### src/dcr_pkg.sv
package dcr_pkg;

   // byte addresses of the capability words
   localparam logic [11:0] MEMORY_SIZE_CAPS_OFS         = 12'h008;
   localparam logic [11:0] CORE_FEATURE_CAPS_OFS        = 12'h010;
   localparam logic [11:0] PERIPHERAL_PRESENCE_CAPS_OFS = 12'h014;

   // byte addresses of the masked control words
   localparam logic [11:0] SOFT_RESET_CTL0_OFS       = 12'h040;
   localparam logic [11:0] RUN_GATING_CTL0_OFS       = 12'h100;
   localparam logic [11:0] SLEEP_GATING_CTL0_OFS     = 12'h110;
   localparam logic [11:0] DEEPSLEEP_GATING_CTL0_OFS = 12'h120;

   // memory size word fields
   localparam int          SRAM_SIZE_LSB   = 16;
   localparam int          FLASH_SIZE_LSB  = 0;
   localparam logic [15:0] SRAM_SIZE_VAL   = 16'h001f;
   localparam logic [15:0] FLASH_SIZE_VAL  = 16'h000f;

   // core feature word fields
   localparam int         PWM_FLAG_BIT         = 20;
   localparam int         CONVERTER_FLAG_BIT   = 16;
   localparam int         MIN_SYS_DIV_LSB      = 12;
   localparam int         MAX_RATE_LSB         = 8;
   localparam int         MEM_PROT_FLAG_BIT    = 7;
   localparam int         TEMP_SENSOR_FLAG_BIT = 5;
   localparam int         PLL_FLAG_BIT         = 4;
   localparam int         WATCHDOG_FLAG_BIT    = 3;
   localparam int         TRACE_OUT_FLAG_BIT   = 2;
   localparam int         SERIAL_DBG_FLAG_BIT  = 1;
   localparam int         JTAG_FLAG_BIT        = 0;
   localparam logic [3:0] MIN_SYS_DIV_VAL      = 4'h3;
   localparam logic [3:0] MAX_RATE_VAL         = 4'h2;

   // peripheral presence word fields
   localparam int COMPARATOR_ZERO_FLAG_BIT   = 24;
   localparam int TIMER_TWO_FLAG_BIT         = 18;
   localparam int TIMER_ONE_FLAG_BIT         = 17;
   localparam int TIMER_ZERO_FLAG_BIT        = 16;
   localparam int I2C_FLAG_BIT               = 12;
   localparam int SYNC_SERIAL_FLAG_BIT       = 4;
   localparam int ASYNC_SERIAL_ONE_FLAG_BIT  = 1;
   localparam int ASYNC_SERIAL_ZERO_FLAG_BIT = 0;

   // converter speed setting inside the gating words
   localparam int SPEED_LSB = 8;

   // footnoted flags of the core word that pass into the gating words
   localparam logic [31:0] GATING_MASK = 32'h00110f0f;
   localparam logic [31:0] SPEED_MASK  = 32'h00000f00;

   // control words after reset
   localparam logic [31:0] CTL_RESET_VAL    = 32'h00000000;
   localparam logic [31:0] GATING_RESET_VAL = 32'h00000001;

   // bus responses
   localparam logic [1:0] RESP_OKAY   = 2'b00;
   localparam logic [1:0] RESP_SLVERR = 2'b10;

endpackage

### src/dcr_caps.sv
// The AXI4-Lite register port was decided locally.
`timescale 1ns/1ps
module dcr_caps
   import dcr_pkg::*;
(
   // clock and reset
   input  wire logic        clk,
   input  wire logic        rst_n,
   // write address channel
   input  wire logic [11:0] s_axi_awaddr,
   input  wire logic        s_axi_awvalid,
   output logic             s_axi_awready,
   // write data channel
   input  wire logic [31:0] s_axi_wdata,
   input  wire logic [3:0]  s_axi_wstrb,
   input  wire logic        s_axi_wvalid,
   output logic             s_axi_wready,
   // write response channel
   output logic [1:0]       s_axi_bresp,
   output logic             s_axi_bvalid,
   input  wire logic        s_axi_bready,
   // read address channel
   input  wire logic [11:0] s_axi_araddr,
   input  wire logic        s_axi_arvalid,
   output logic             s_axi_arready,
   // read data channel
   output logic [31:0]      s_axi_rdata,
   output logic [1:0]       s_axi_rresp,
   output logic             s_axi_rvalid,
   input  wire logic        s_axi_rready,
   // masked control words toward the clock and reset logic
   output logic [31:0]      run_gating_ctl0,
   output logic [31:0]      sleep_gating_ctl0,
   output logic [31:0]      deepsleep_gating_ctl0,
   output logic [31:0]      soft_reset_ctl0
);

   // fixed words; reserved positions tie to zero
   logic [31:0] memory_size_caps;
   logic [31:0] core_feature_caps;
   logic [31:0] peripheral_presence_caps;
   logic [31:0] soft_reset_mask;

   // each word starts from zero, so no reserved bit can ever read one
   always_comb begin
      memory_size_caps = 32'h00000000;
      memory_size_caps[SRAM_SIZE_LSB +: 16]  = SRAM_SIZE_VAL;
      memory_size_caps[FLASH_SIZE_LSB +: 16] = FLASH_SIZE_VAL;
   end

   always_comb begin
      core_feature_caps = 32'h00000000;
      core_feature_caps[PWM_FLAG_BIT]       = 1'b1;
      core_feature_caps[CONVERTER_FLAG_BIT] = 1'b1;
      core_feature_caps[MIN_SYS_DIV_LSB +: 4] = MIN_SYS_DIV_VAL;
      core_feature_caps[MAX_RATE_LSB +: 4]    = MAX_RATE_VAL;
      core_feature_caps[MEM_PROT_FLAG_BIT]    = 1'b1;
      core_feature_caps[TEMP_SENSOR_FLAG_BIT] = 1'b1;
      core_feature_caps[PLL_FLAG_BIT]         = 1'b1;
      core_feature_caps[WATCHDOG_FLAG_BIT]    = 1'b1;
      core_feature_caps[TRACE_OUT_FLAG_BIT]   = 1'b1;
      core_feature_caps[SERIAL_DBG_FLAG_BIT]  = 1'b1;
      core_feature_caps[JTAG_FLAG_BIT]        = 1'b1;
   end

   always_comb begin
      peripheral_presence_caps = 32'h00000000;
      peripheral_presence_caps[COMPARATOR_ZERO_FLAG_BIT]   = 1'b1;
      peripheral_presence_caps[TIMER_TWO_FLAG_BIT]         = 1'b1;
      peripheral_presence_caps[TIMER_ONE_FLAG_BIT]         = 1'b1;
      peripheral_presence_caps[TIMER_ZERO_FLAG_BIT]        = 1'b1;
      peripheral_presence_caps[I2C_FLAG_BIT]               = 1'b1;
      peripheral_presence_caps[SYNC_SERIAL_FLAG_BIT]       = 1'b1;
      peripheral_presence_caps[ASYNC_SERIAL_ONE_FLAG_BIT]  = 1'b1;
      peripheral_presence_caps[ASYNC_SERIAL_ZERO_FLAG_BIT] = 1'b1;
   end

   // only single-bit flags may gate resets, not the multi-bit fields
   // built from the live caps word, so a new flag set flows straight in
   assign soft_reset_mask = core_feature_caps
                          & ~(32'h0000000f << MIN_SYS_DIV_LSB)
                          & ~(32'h0000000f << MAX_RATE_LSB);

   // address decode, shared by the read and the write path
   // bits 1:0 are ignored, so a sub-word offset aliases onto its word
   function automatic logic addr_hit(input logic [11:0] a);
      case ({a[11:2], 2'b00})
         MEMORY_SIZE_CAPS_OFS,
         CORE_FEATURE_CAPS_OFS,
         PERIPHERAL_PRESENCE_CAPS_OFS,
         SOFT_RESET_CTL0_OFS,
         RUN_GATING_CTL0_OFS,
         SLEEP_GATING_CTL0_OFS,
         DEEPSLEEP_GATING_CTL0_OFS: addr_hit = 1'b1;
         default:                   addr_hit = 1'b0;
      endcase
   endfunction

   // merge write data into a word under the byte strobes
   // unstrobed lanes keep their stored bytes, as a partial write expects
   function automatic logic [31:0] lane_merge(input logic [31:0] old,
                                              input logic [31:0] wd,
                                              input logic [3:0]  st);
      lane_merge = old;
      for (int i = 0; i < 4; i++) begin
         if (st[i]) begin
            lane_merge[i*8 +: 8] = wd[i*8 +: 8];
         end
      end
   endfunction

   // gating word filter: drop unflagged bits, clip the speed field
   // the speed field rides outside the flag mask so the clip can act on it
   function automatic logic [31:0] gate_filter(input logic [31:0] v,
                                               input logic [31:0] caps);
      logic [31:0] f;
      f = v & GATING_MASK & (caps | SPEED_MASK);
      if (f[SPEED_LSB +: 4] > caps[MAX_RATE_LSB +: 4]) begin
         f[SPEED_LSB +: 4] = caps[MAX_RATE_LSB +: 4];
      end
      gate_filter = f;
   endfunction

   // write path state
   logic        aw_have;
   logic        w_have;
   logic [11:0] aw_addr;
   logic [31:0] w_data;
   logic [3:0]  w_strb;
   logic        next_aw_have;
   logic        next_w_have;
   logic [11:0] next_aw_addr;
   logic [31:0] next_w_data;
   logic [3:0]  next_w_strb;
   logic        next_awready;
   logic        next_wready;
   logic        next_bvalid;
   logic [1:0]  next_bresp;
   logic [31:0] next_run;
   logic [31:0] next_sleep;
   logic [31:0] next_deep;
   logic [31:0] next_srst;

   // address and data are taken in either order; one write at a time
   always_comb begin
      next_aw_have = aw_have;
      next_w_have  = w_have;
      next_aw_addr = aw_addr;
      next_w_data  = w_data;
      next_w_strb  = w_strb;
      next_bvalid  = s_axi_bvalid;
      next_bresp   = s_axi_bresp;
      next_run     = run_gating_ctl0;
      next_sleep   = sleep_gating_ctl0;
      next_deep    = deepsleep_gating_ctl0;
      next_srst    = soft_reset_ctl0;
      if (s_axi_bvalid && s_axi_bready) begin
         next_bvalid = 1'b0;
      end
      if (s_axi_awvalid && s_axi_awready) begin
         next_aw_have = 1'b1;
         next_aw_addr = s_axi_awaddr;
      end
      if (s_axi_wvalid && s_axi_wready) begin
         next_w_have = 1'b1;
         next_w_data = s_axi_wdata;
         next_w_strb = s_axi_wstrb;
      end
      // the store waits for both halves, so a lone address never writes
      if (aw_have && w_have && !s_axi_bvalid) begin
         next_aw_have = 1'b0;
         next_w_have  = 1'b0;
         next_bvalid  = 1'b1;
         next_bresp   = addr_hit(aw_addr) ? RESP_OKAY : RESP_SLVERR;
         // capability words have no write term at all
         case ({aw_addr[11:2], 2'b00})
            RUN_GATING_CTL0_OFS: begin
               next_run = gate_filter(lane_merge(run_gating_ctl0, w_data,
                          w_strb), core_feature_caps);
            end
            SLEEP_GATING_CTL0_OFS: begin
               next_sleep = gate_filter(lane_merge(sleep_gating_ctl0,
                            w_data, w_strb), core_feature_caps);
            end
            DEEPSLEEP_GATING_CTL0_OFS: begin
               next_deep = gate_filter(lane_merge(deepsleep_gating_ctl0,
                           w_data, w_strb), core_feature_caps);
            end
            SOFT_RESET_CTL0_OFS: begin
               next_srst = lane_merge(soft_reset_ctl0, w_data, w_strb)
                         & soft_reset_mask;
            end
            default: begin
               next_srst = soft_reset_ctl0;
            end
         endcase
      end
      next_awready = !next_aw_have && !next_bvalid;
      next_wready  = !next_w_have && !next_bvalid;
   end

   // write path registers
   // gating words leave reset with the first flagged clock already on
   always_ff @(posedge clk or negedge rst_n) begin
      if (!rst_n) begin
         aw_have               <= 1'b0;
         w_have                <= 1'b0;
         aw_addr               <= 12'h000;
         w_data                <= 32'h00000000;
         w_strb                <= 4'h0;
         s_axi_awready         <= 1'b0;
         s_axi_wready          <= 1'b0;
         s_axi_bvalid          <= 1'b0;
         s_axi_bresp           <= RESP_OKAY;
         run_gating_ctl0       <= GATING_RESET_VAL;
         sleep_gating_ctl0     <= GATING_RESET_VAL;
         deepsleep_gating_ctl0 <= GATING_RESET_VAL;
         soft_reset_ctl0       <= CTL_RESET_VAL;
      end else begin
         aw_have               <= next_aw_have;
         w_have                <= next_w_have;
         aw_addr               <= next_aw_addr;
         w_data                <= next_w_data;
         w_strb                <= next_w_strb;
         s_axi_awready         <= next_awready;
         s_axi_wready          <= next_wready;
         s_axi_bvalid          <= next_bvalid;
         s_axi_bresp           <= next_bresp;
         run_gating_ctl0       <= next_run;
         sleep_gating_ctl0     <= next_sleep;
         deepsleep_gating_ctl0 <= next_deep;
         soft_reset_ctl0       <= next_srst;
      end
   end

   // read path state
   logic        next_arready;
   logic        next_rvalid;
   logic [31:0] next_rdata;
   logic [1:0]  next_rresp;

   // one read at a time; data registered one cycle after the address
   // a read in the cycle of a store returns the word before the store
   always_comb begin
      next_rvalid = s_axi_rvalid;
      next_rdata  = s_axi_rdata;
      next_rresp  = s_axi_rresp;
      if (s_axi_rvalid && s_axi_rready) begin
         next_rvalid = 1'b0;
      end
      if (s_axi_arvalid && s_axi_arready) begin
         next_rvalid = 1'b1;
         next_rresp  = addr_hit(s_axi_araddr) ? RESP_OKAY : RESP_SLVERR;
         case ({s_axi_araddr[11:2], 2'b00})
            MEMORY_SIZE_CAPS_OFS:         next_rdata = memory_size_caps;
            CORE_FEATURE_CAPS_OFS:        next_rdata = core_feature_caps;
            PERIPHERAL_PRESENCE_CAPS_OFS: begin
               next_rdata = peripheral_presence_caps;
            end
            SOFT_RESET_CTL0_OFS:          next_rdata = soft_reset_ctl0;
            RUN_GATING_CTL0_OFS:          next_rdata = run_gating_ctl0;
            SLEEP_GATING_CTL0_OFS:        next_rdata = sleep_gating_ctl0;
            DEEPSLEEP_GATING_CTL0_OFS:    next_rdata = deepsleep_gating_ctl0;
            default:                      next_rdata = 32'h00000000;
         endcase
      end
      next_arready = !next_rvalid;
   end

   // read path registers
   // rdata holds its last value after the handshake; only rvalid counts
   always_ff @(posedge clk or negedge rst_n) begin
      if (!rst_n) begin
         s_axi_arready <= 1'b0;
         s_axi_rvalid  <= 1'b0;
         s_axi_rdata   <= 32'h00000000;
         s_axi_rresp   <= RESP_OKAY;
      end else begin
         s_axi_arready <= next_arready;
         s_axi_rvalid  <= next_rvalid;
         s_axi_rdata   <= next_rdata;
         s_axi_rresp   <= next_rresp;
      end
   end

endmodule

### config.mk
export PLATFORM = sky130hd
export DESIGN_NAME = dcr_caps
export DESIGN_NICKNAME = d
export VERILOG_FILES = /design/src/dcr_pkg.sv /design/src/dcr_caps.sv
export SDC_FILE = /design/constraint.sdc
export NUM_CORES = 1
export LEC_CHECK = 0
export BUFFER_PORTS_ARGS = -buffer_cell sky130_fd_sc_hd__clkbuf_2
export CAP_MARGIN = 20
export CORE_MARGIN = 2
export CORE_UTILIZATION = 47
export DETAILED_ROUTE_END_ITERATION = 10
export HOLD_SLACK_MARGIN = 0.05
export PLACE_DENSITY = 0.81
export SYNTH_ARGS = -nofsm -noshare
export SYNTH_HDL_FRONTEND = slang
export SYNTH_SLANG_ARGS = --single-unit
### constraint.sdc
create_clock -name clk -period 2.8 [get_ports clk]
set_clock_uncertainty 0.15 [all_clocks]
set_input_delay 0 -clock clk [delete_from_list [all_inputs] [get_ports clk]]
set_output_delay 0 -clock clk [all_outputs]
set_load 0.02 [all_outputs]
; ---- Word level (Yosys, flattened, before mapping)
; Cells that the tools add are included.
[word_totals]
wordCells = 95
in_bits = 67
out_inout_bits = 169
regBits = 118
[op_classes]
magnitude_cmp = 3
reduce_logical = 27
n_eq_ne = 14
mux = 27
[ops]
columns = operator, count
row1 = 25-bit one-hot mux with 7 select lines, 1
row2 = "10-bit by 7-bit equality test with 1-bit output, second input constant", 6
row3 = 4-bit two-way mux, 12
row4 = "10-bit by 3-bit equality test with 1-bit output, second input constant", 4
row5 = 3-bit AND reduction, 8
row6 = "10-bit by 2-bit equality test with 1-bit output, second input constant", 2
row7 = "10-bit by 5-bit equality test with 1-bit output, second input constant", 2
row8 = 7-bit OR reduction, 2
row9 = "4-bit by 2-bit > comparator with 1-bit output, second input constant", 3
row10 = 1-bit two-way mux, 12
row11 = 1-bit logical AND, 9
row12 = 2-bit AND reduction, 3
row13 = 1-bit logical NOT, 5
row14 = 2-bit two-way mux, 2

; ---- Depth between registers and ports, before layout
; Gate-level depths: netlist of the first run.
[logic_depth]
ltp_word = 5
depth_mapped = 5
ltp_nobuf = 4

; ---- Worst setup path before layout of the first run
; No wires, ideal clock.
[synth_timing]
path_kind = register to register
from = register aw_addr[7]
to = register soft_reset_ctl0[0]
path_slack_ns = 0.341
arrival_time_ns = 2.184
n_path_buf = 1
stages_incl_launch_ff = 6
setup_ns = 0.125
path_cell_list = dfrtp_1 -> or4_1 -> buf_2 -> or3_4 -> nor4b_4 -> mux2_2
[synth_between]
elab_chain_len = 2
[synth_rtl]
columns = element, line
row1 = "start, declared", dcr_caps.sv:127  ; logic [11:0] aw_addr;
row2 = "start signal, assigned", dcr_caps.sv:222  ; aw_addr <= next_aw_addr;
row3 = 10-bit by 5-bit equality test with 1-bit output, dcr_caps.sv:176  ; case ({aw_addr[11:2], 2'b00})
row4 = 3-bit AND reduction (no line), --
row5 = "end signal, assigned", dcr_caps.sv:232  ; soft_reset_ctl0 <= next_srst;
row6 = "end, declared", dcr_caps.sv:35  ; output logic [31:0] soft_reset_ctl0
; Every way passes these cells.
; A chain may end at the register's enable or synchronous reset.

; ---- Worst setup path after layout of the first run
[layout_timing]
from = register aw_addr[7]
to = register soft_reset_ctl0[3]
; The elaborated chain is that of the path after synthesis.

==> impl_results.md, run 1 <==
* Internal at approximately 2.5 mW
* Root Buffer: clkbuf_8
* Most common cell after layout, fill and taps aside: clkbuf_2
* Pins Over Slew Limit at 0
* CP Launch Type: flip-flop
* Final setup margin at around 250 ps
* Longest Clk Path Bufs at 2
* Synth area leader: dfrtp_1
* Core Rows at 37
* Sw Share at 33.35%
* Final net count at ~650
* CTS buffer count at 9
* N_diodes at 0
* Clock sinks at 92
* Core area at between 10,000 and 15,000 um2
* CTS tree: built
* Residual DRC count at 0
* Die area at approximately 11,000 um2
* Final hold vios at 0
* GRT Util Overall at a little under a fifth
* Vias/cell at approximately 4.8
* Dpl cells at roughly 670
* First drt pass iteration count at 4
* Worst-Skew Late Latency at roughly 350 ps
* Sequential power share at between 40% and 50%
* Setup crit end kind: flip-flop
* Reg clk slew, reported paths at 90 ps
* Postcts setup bufs at 0
* Synth Area in Compound Gates at 9.385%
* Starting Density at about 48%
* Final wirelength at approximately 11,000 um
* Post-synth top area share at about 46%
* Crit-path cells: or4_1, or3_4, nor4b_4, mux2_2
* Mux cell area share after synthesis at 13.99%
* Top_reg_cell synth: dfrtp_1
* HP Class: in -> reg
* Routed via count at 3,514
* Worst hold slack at around 4.3 ps
* Fillers at 863
* Gr ovfl total at 0
* Gate count after technology mapping at 429
* Maximum vdd drop at roughly 0.44 mV
* Vias in the first global route at around 3,400
* Main combinational cell family by area after synthesis: buffers and inverters
* Critical path required time at ~2900 ps
* Number of flops mapped to enable cells by yosys at 0
* CP top delay family: simple AND/OR/NAND/NOR gates
* WP buf/inv at 0
* Pwr dens at 646.5 nW/um2
* CP arrival at between 2000 and 3000 ps
* Leak at ~3 nW
* Unrepaired setup endpoints after global routing: false
* Highest clock rate at slightly below 400 MHz
* Crit Path Max Fanout at 7
* Layout Utilization at a little under three fifths
* Status: finished, final reports clean
* Routed length per placed instance at between 10 and 15 um
* Cells taking the most area after synthesis: dfrtp_1 (46%), buf_4 (16%), mux2_2 (13%), nand2_1 (2.1%), nor2b_1 (1.7%)
* Adder-Cell Fraction of Synth Area at 0%
* XOR/XNOR Fraction of Synth Area at less than 1%
* Placer Congestion at around 0.8
* DRT iter0 DRCs at about 130
* Most frequent cells in the layout: clkbuf_2 (106), conb_1 (104), dfrtp_1 (89), mux2_2 (56), dlygate4sd3_1 (38)
* Share of post-route cells with drive strength above 1 at 34.58%
* Post-DP HPWL at between 7000 and 8000 um
* Synth Area in Simple Gates at 11.52%
* Final min period at roughly 2500 ps
* Final setup violation count at 0
* Final TNS setup at 0 ps
* Largest net degree at the start of global routing at between 60 and 70
* MaxCap Viol Count at 0
* Synth warn at 0
* DIE HEIGHT at between 100 and 150 um
* Mapped cell area at 4866 um2
* Initial antenna violation count at 0
* WS Path Type: reg -> reg
* Max_slew headroom at 49.24%
* Psw at between 1 and 1.5 mW
* Synthesis-to-layout area growth at 19.54%
* Pin slew with the least headroom to its limit at approximately 760 ps
* PortBufs at 107
* Place WS at ~240 ps
* Slowest cell on the critical path: or4_1
* Routed Antenna Nets at 0
* Period utilization at around nine tenths
* DIE WIDTH at 105.8 um
* Ys async rst share at 100.0%
* Synth unique cells at between 50 and 60
* First-pass GRT wire length at 16,950 um
* Non-Filler Instances at about 730
* Combinational cell fraction of total power at about a quarter
* Mean instance size in the synthesized netlist at around 11 um2
* Clock power frac at between 20% and 30%
* FF+latch count, synth at between 90 and 100
* Post-synthesis sequential area ratio at between 40% and 50%
* # IOs at about 240
* Peak per-stage delay on the critical path at 550 ps
* Htree depth at 3
## synthesized netlist by cell type, types with 2 or more instances
master	count
inv_1	7
nor2b_1	13
a22o_1	7
dfrtp_1	89
nor3b_1	4
clkbuf_1	7
nor4_2	3
or4bb_1	2
mux2i_1	5
and3_1	5
a221o_1	8
a211oi_1	3
o31ai_1	3
nor2_1	10
nor4_1	3
nand2b_1	3
nor3_1	4
a32o_1	7
a21oi_1	7
o221a_2	2
nor4b_1	3
o21ai_0	12
o22ai_1	2
nand2_1	27
buf_4	105
and2_1	3
nand3_1	3
mux2_2	56
dfstp_2	3
or3_1	2
## area by class of cell
class	count	area [um2]	area share [%]
Multi-Input combinational cell	319	2108	36.24
Clock inverter	3	46.29	0.7959
Timing Repair Buffer	156	1001	17.21
Inverter	7	26.28	0.4517
Sequential cell	92	2306	39.64
Tap cell	136	170.2	2.925
Clock buffer	13	158.9	2.732
## power by group through the flow
stage / clock [mW] / combinational [mW] / sequential, mW
after floorplan: 0 / 0.745 / 1.87
after detailed placement: 0 / 0.927 / 1.88
after global placement: 0 / 0.890 / 1.86
after CTS: 0.932 / 0.980 / 1.86
final: 0.922 / 0.977 / 1.86
after global routing: 0.984 / 1.06 / 1.90
## repair_timing
| action | 4_1_cts | 5_1_grt |
|---|---|---|
| hold buffers | 39 | 0 |
| resized for setup | 0 | 2 |
| setup endpoints to repair | 0 | 1 |
| hold endpoints to repair | 96 | 0 |
## logic make-up after synthesis
family	after synthesis
buffers and inverters	121
and+or+nand+nor	94
DFF	92
muxes	61
AOI/OAI and AO/OA	59
xor gates and xnor gates	1
other	1
## routing by layer
metal	global-route usage [%]	part of all wire, %	up-vias
li1	-	-	1624
met1	23.71	40	1734
met2	33.36	52	137
met3	3.340	5.1	19
met4	7.143	2.3	0
met5	0	0	-
## metrics by stage
stage / cell area, um2 / power [mW]
finish: 5817 / 3.761
floorplan: 5253 / 2.614
detailed placement: 5220 / 2.810
global route: 5817 / 3.949
CTS: 5816 / 3.770
global placement: 5220 / 2.746
## path summary, 6_finish.rpt
kind                                      start                 end  slack [ps]  cells past startpoint
worst max-delay path                 aw_addr[7]  soft_reset_ctl0[3]         250                      4
worst min-delay path            s_axi_araddr[6]     s_axi_rdata[19]           4                      4
worst max register to register       aw_addr[7]  soft_reset_ctl0[3]         250                      4
worst min register to register  s_axi_rdata[24]     s_axi_rdata[24]         330                      2
max in group asynchronous                 rst_n          aw_addr[5]        1630                      3
min in group asynchronous                 rst_n           w_data[4]         140                      2
## worst min-delay path, delay by kind of cell
kind / cells / cell delay, ps
AND/OR/NAND/NOR: 2 / 250
buffers and inverters: 1 / 140
AO/OA/AOI/OAI: 1 / 90
## flip-flops by register name, indices dropped and copies added, names as in the netlist
name,flops
w_data,13
deepsleep_gating_ctl0,10
sleep_gating_ctl0,10
s_axi_rresp,1
aw_have,1
w_strb,3
s_axi_rvalid,1
soft_reset_ctl0,9
s_axi_wready,1
s_axi_awready,1
aw_addr,10
s_axi_bresp,1
run_gating_ctl0,10
s_axi_rdata,18
w_have,1
s_axi_arready,1
s_axi_bvalid,1
(Power assumes the default switching activity.)
==> run 2: changes to the inputs <==
--- a/config.mk
+++ b/config.mk
@@ -5,6 +5,7 @@
 export SDC_FILE = /design/constraint.sdc
 export NUM_CORES = 1
 export LEC_CHECK = 0
+export ABC_AREA = 1
 export BUFFER_PORTS_ARGS = -buffer_cell sky130_fd_sc_hd__clkbuf_2
 export CAP_MARGIN = 20
 export CORE_MARGIN = 2
==> impl_results.md, run 2 <==
* Vias/cell at 4.554
* Gate count after technology mapping at 621
* Final instance area at around 6100 um2
* Largest Register: s_axi_rdata
* Highest clock rate at between 300 and 400 MHz
* Peak per-stage delay on the critical path at 570 ps
* PortBufs at roughly 110
* Sw Share at around two fifths
* Reg-to-reg endpoint: aw_addr[5]
* Max_slew headroom at around 56%
* Cell mode on critical path: dlygate4sd3_1
* First drt pass iteration count at 5
* Worst-Skew Late Latency at between 300 and 400 ps
* MaxCap Viol Count at 0
* Residual DRC count at 0
* Synthesis-to-layout area growth at 23.37%
* Gr ovfl total at 0
* Share of post-route cells with drive strength above 1 at 19.23%
* R2R Path Start: s_axi_awready
* Placer Congestion at between 0.8 and 0.9
* DIE HEIGHT at approximately 110 um
* Pwr dens at about 650 nW/um2
* Top-count cell post-synth: nand2_1
* Setup crit end kind: flip-flop
* Final hold vios at 0
* Slowest cell on the critical path: dlygate4sd3_1
* Mapped cell area at 4984 um2
* Status: finished, final reports clean
* Number of flops mapped to enable cells by yosys at 0
* Postcts setup bufs at 0
* Critical path required time at a little under 3000 ps
* Clock power frac at 23.4%
* Routed via count at roughly 4,300
* Largest net degree at the start of global routing at 93
* GRT Util Overall at between 20% and 30%
* Maximum vdd drop at approximately 0.44 mV
* Most frequent cells in the layout: nand2_1 (200), clkbuf_2 (106), conb_1 (104), dfrtp_1 (89), dlygate4sd3_1 (64)
* Max FFs per register at 18
* Longest Clk Path Bufs at 2
* Htree depth at 3
* Combinational cell fraction of total power at a little under a third
* Final wirelength at about 12,000 um
* Cells taking the most area after synthesis: dfrtp_1 (45%), buf_4 (16%), nand2_1 (15%), o21ai_0 (4.4%), inv_1 (3.4%)
* Most common cell after layout, fill and taps aside: nand2_1
* Pins Over Slew Limit at 0
* Routed length per placed instance at 12.49 um
* Routed Antenna Nets at 0
* Clock sinks at 92
* Synth area leader: dfrtp_1
* Reg2Reg Setup Slack at approximately 250 ps
* DRT iter0 DRCs at roughly 290
* Synth top cells by count: nand2_1 (200), buf_4 (105), dfrtp_1 (89)
* Final net count at between 800 and 900
* Crit Path Max Fanout at 3
* WS Path Type: in -> reg
* Synth warn at 0
* CP arrival at around 2800 ps
* Reg clk slew, reported paths at approximately 100 ps
* Worst R2R Path Depth at 6
* Core Rows at 37
* # IOs at between 200 and 250
* Final min period at approximately 2700 ps
* Initial antenna violation count at 0
* Core area at around 10,000 um2
* CTS buffer count at 9
* Die area at between 10,000 and 15,000 um2
* Root Buffer: clkbuf_8
* Final setup violation count at 0
* Layout Utilization at about 60%
* DIE WIDTH at 107.0 um
* Post-synth top area share at about 45%
* Placed Area at between 5000 and 6000 um2
* Internal at ~2.5 mW
* Starting Density at 48.27%
* Largest registers: s_axi_rdata (18), w_data (13)
* Ys async rst share at between 90% and 100%
* CP Launch Type: input pin
* Crit-path cells: clkbuf_2, dlygate4sd3_1, nor2_2, dlygate4sd3_1, nand2_1, nor2_2, dlygate4sd3_1, nand2_1, nand3_1, dlygate4sd3_1
* CTS tree: built
* Top_reg_cell synth: dfrtp_1
* First-pass GRT wire length at 19,180 um
* Mean instance size in the synthesized netlist at 8.025 um2
* Psw at 1.555 mW
* N_diodes at 0
* Sequential power share at roughly 45%
* Post-synthesis sequential area ratio at about 46%
* Post-DP HPWL at roughly 8300 um
* Vias in the first global route at roughly 4,200
* Leak at roughly 3.4 nW
* Pin slew with the least headroom to its limit at approximately 660 ps
* FF+latch count, synth at 92
* Period utilization at about 96%
* HP Class: in -> async
* Synth unique cells at 27
run 2: changes by cell type in the layout (fill, tap and decap cells not counted), sizes merged, moves of 5 or more:
| cell | change |
|---|---|
| a221o | -8 |
| a22o | -7 |
| a32o | -7 |
| buf | -9 |
| dlygate4sd3 | +26 |
| inv | +41 |
| mux2 | -56 |
| mux2i | -5 |
| nand2 | +179 |
| nand3 | +28 |
| nor2 | +41 |
| nor2b | -13 |
| nor4 | -5 |
| o21ai | +50 |
run 2: area by class of cell:
type	instances	area, um2
clock inverter	7	83.83
multi-input combinational	474	2086
timing repair buffer	173	1206
sequential	92	2306
fill	960	4175
tap	136	170.2
clock buffer	9	123.9
inverter	46	172.7
run 2: metrics by stage:
| step | setup TNS, ps | cells | setup WS [ps] | hold WS (ps) | power (mW) |
|---|---|---|---|---|---|
| after CTS | 0 | 938 | 57.04 | 51.80 | 4.017 |
| after global placement | 0 | 857 | 1078 | -67.23 | 2.852 |
| final | 0 | 937 | 116.5 | 70.40 | 4.024 |
| after detailed placement | 0 | 857 | 1038 | -63.19 | 2.890 |
| after global routing | -24.43 | 937 | -24.43 | 101.6 | 4.285 |
| after floorplan | 0 | 724 | 1230 | -445.6 | 2.687 |
run 2: kinds of logic after synthesis:
logic type | Yosys count | synth area share, %
AND/OR/NAND/NOR | 298 | 26.29
buffers and inverters | 158 | 19.98
flip-flops | 92 | 46.27
AO/OA/AOI/OAI | 72 | 7.381
other | 1 | 0.07525
run 2: worst max-delay path by stage:
stage	from	end	slack, ps	depth (start not counted)
after CTS	s_axi_araddr[4]	s_axi_rdata[18]	60	10
after floorplan	s_axi_bvalid	soft_reset_ctl0[4]	1230	7
final	s_axi_araddr[4]	s_axi_rdata[18]	120	10
after global placement	s_axi_bvalid	soft_reset_ctl0[7]	1080	6
after global routing	s_axi_araddr[4]	s_axi_rdata[18]	-20	10
after detailed placement	s_axi_bvalid	soft_reset_ctl0[5]	1040	7
run 2: per-layer routing:
layer  up-vias  GRT usage, %  wire length (um)
met4         0         11.04               437
met5         -             0                 0
met3        34         3.465               696
li1       2107             -                 -
met1      1954         26.65              4817
met2       172         35.49              5754
run 2: power by group through the flow:
stage / Sequential [mW] / Combinational (mW) / Clock (mW)
after floorplan: 1.87 / 0.819 / 0
after global placement: 1.81 / 1.04 / 0
after detailed placement: 1.83 / 1.06 / 0
final: 1.80 / 1.28 / 0.940
after global routing: 1.83 / 1.43 / 1.02
after CTS: 1.80 / 1.26 / 0.956
run 2: repair_timing:
| item | in CTS | in global routing |
|---|---|---|
| resized for setup | 0 | 5 |
| endpoints found under the hold margin | 142 | 0 |
| hold buffers | 65 | 0 |
| setup endpoints to repair | 0 | 3 |
run 2: worst max-delay path, delay by kind of cell:
kind | cells | cell delay [ps]
simple gates | 5 | 510
buf+inv | 5 | 2340
==> run 3: changes to the inputs <==
--- a/config.mk
+++ b/config.mk
@@ -6,13 +6,13 @@
 export NUM_CORES = 1
 export LEC_CHECK = 0
 export ABC_AREA = 1
-export BUFFER_PORTS_ARGS = -buffer_cell sky130_fd_sc_hd__clkbuf_2
 export CAP_MARGIN = 20
 export CORE_MARGIN = 2
-export CORE_UTILIZATION = 47
+export CORE_UTILIZATION = 55
 export DETAILED_ROUTE_END_ITERATION = 10
+export DONT_BUFFER_PORTS = 1
 export HOLD_SLACK_MARGIN = 0.05
-export PLACE_DENSITY = 0.81
+export PLACE_DENSITY = 0.7
 export SYNTH_ARGS = -nofsm -noshare
 export SYNTH_HDL_FRONTEND = slang
 export SYNTH_SLANG_ARGS = --single-unit
==> impl_results.md, run 3 (synthesized netlist as in run 2, its figures left out) <==
* Crit Path Max Fanout at 18
* # IOs at approximately 240
* DIE WIDTH at just under 100 um
* Period utilization at roughly 95%
* Vias in the first global route at 3,926
* Highest clock rate at around 380 MHz
* Routed length per placed instance at 15.00 um
* Longest Clk Path Bufs at 2
* Clock sinks at 92
* Final hold vios at 0
* Placer Congestion at 0.8561
* Crit-path cells: nand2_1, clkinvlp_4, nand2_1, dlygate4sd3_1, o21ai_0, dlygate4sd3_1
* Largest Register: s_axi_rdata
* Routed Antenna Nets at 0
* Post-DP HPWL at 7781 um
* Initial antenna violation count at 0
* Final net count at between 700 and 800
* GRT Util Overall at approximately a quarter
* Final TNS setup at 0 ps
* Reg2Reg Setup Slack at around 150 ps
* Residual DRC count at 0
* Vias/cell at roughly 5
* Synthesis-to-layout area growth at 15.04%
* Critical path required time at ~2900 ps
* Pin slew with the least headroom to its limit at 544.0 ps
* Max FFs per register at 18
* Most common cell after layout, fill and taps aside: nand2_1
* Final wirelength at around 12,000 um
* Core area at around 8800 um2
* MaxCap Viol Count at 0
* First-pass GRT wire length at 19,350 um
* DIE HEIGHT at slightly below 100 um
* First drt pass iteration count at 5
* Leak at around 3.0 nW
* GR peak layer: met2
* Pwr dens at between 700 and 800 nW/um2
* Max_slew headroom at a little under two thirds
* Core Rows at 34
* DRT iter0 DRCs at approximately 190
* PortBufs at 0
* CTS buffer count at 9
* Final min period at around 2700 ps
* CP top delay family: buffers and inverters
* Gr ovfl total at 0
* Die area at approximately 9800 um2
* WS Path Type: reg -> reg
* Met1 Usage GRT at 30.31%
* Root Buffer: clkbuf_8
* Reg clk slew, reported paths at 100 ps
* CP Launch Type: flip-flop
* Largest net degree at the start of global routing at 93
* Pins Over Slew Limit at 0
* GR Util met2 at between 40% and 50%
* R2R Path Start: s_axi_awready
* Peak per-stage delay on the critical path at between 500 and 600 ps
* Worst R2R Path Depth at 6
* Maximum vdd drop at between 0.5 and 0.6 mV
* Largest registers: s_axi_rdata (18), w_data (13)
* Worst-Skew Late Latency at 360 ps
* Routed via count at between 4,000 and 5,000
* Final setup violation count at 0
* Setup crit end kind: flip-flop
* Most frequent cells in the layout: nand2_1 (200), conb_1 (104), dfrtp_1 (89), dlygate4sd3_1 (80), inv_1 (45)
* WP buf/inv at 3
* HP Class: in -> async
* GR Util met3 at ~6.0%
* Reg-to-reg endpoint: aw_addr[7]
* Layout Utilization at 65.42%
* Unrepaired setup endpoints after global routing: false
* Share of post-route cells with drive strength above 1 at 6.188%
* Htree depth at 3
* CP arrival at between 2000 and 3000 ps
* Status: finished, final reports clean
* CTS tree: built
* Starting Density at between 50% and 60%
* Slowest cell on the critical path: dlygate4sd3_1
* N_diodes at 0
* Fillers at 737
## run 3: worst max path at each step
stage,start,endpoint,slack [ps],depth (start not counted)
after floorplan,s_axi_bvalid,soft_reset_ctl0[4],1230,7
after global placement,s_axi_bvalid,soft_reset_ctl0[5],990,6
after detailed placement,s_axi_bvalid,soft_reset_ctl0[7],960,6
after CTS,s_axi_araddr[10],s_axi_rdata[10],110,9
after global routing,s_axi_awready,aw_addr[2],60,6
final,s_axi_awready,aw_addr[7],150,6
## run 3: routing by layer
metal	part of all wire, %	wire, um
met1	39	4747
met2	51	6267
met3	8.7	1072
met4	1.6	202
met5	0	0
## run 3: metrics by stage
| step | std cells | worst slack, ps | hold slack [ps] | power, mW | area, um2 |
|---|---|---|---|---|---|
| global placement | 722 | 992.2 | -443.0 | 2.732 | 4697 |
| CTS | 819 | 107.8 | 65.79 | 3.994 | 5729 |
| floorplan | 724 | 1230 | -445.6 | 2.687 | 5370 |
| detailed placement | 722 | 961.6 | -443.6 | 2.761 | 4697 |
| finish | 819 | 148.8 | 30.90 | 4.050 | 5733 |
| global route | 819 | 57.63 | 93.09 | 4.293 | 5733 |
## run 3: repair_timing
item,in CTS,in global routing
hold endpoints to repair,142,3
endpoints found under the setup margin,0,7
setup buffers,0,0
resized for setup,0,1
hold buffers,81,1
## run 3: area by class of cell
cell class / instances / area [um2] / share of cell area [%]
repair buffers: 83 / 843.3 / 14.71
clock inverters: 3 / 45.04 / 0.7857
well taps: 108 / 135.1 / 2.357
multi-input cells: 474 / 2068 / 36.08
clock buffers: 13 / 158.9 / 2.772
inverters: 46 / 176.4 / 3.077
flip-flops and latches: 92 / 2306 / 40.22
## run 3: power by group
part / leakage, nW / switching, mW / internal, mW
sequential: 1.21 / 0.312 / 1.60
combinational: 1.67 / 0.753 / 0.452
clock: 0.0959 / 0.474 / 0.463
total: 2.98 / 1.54 / 2.51
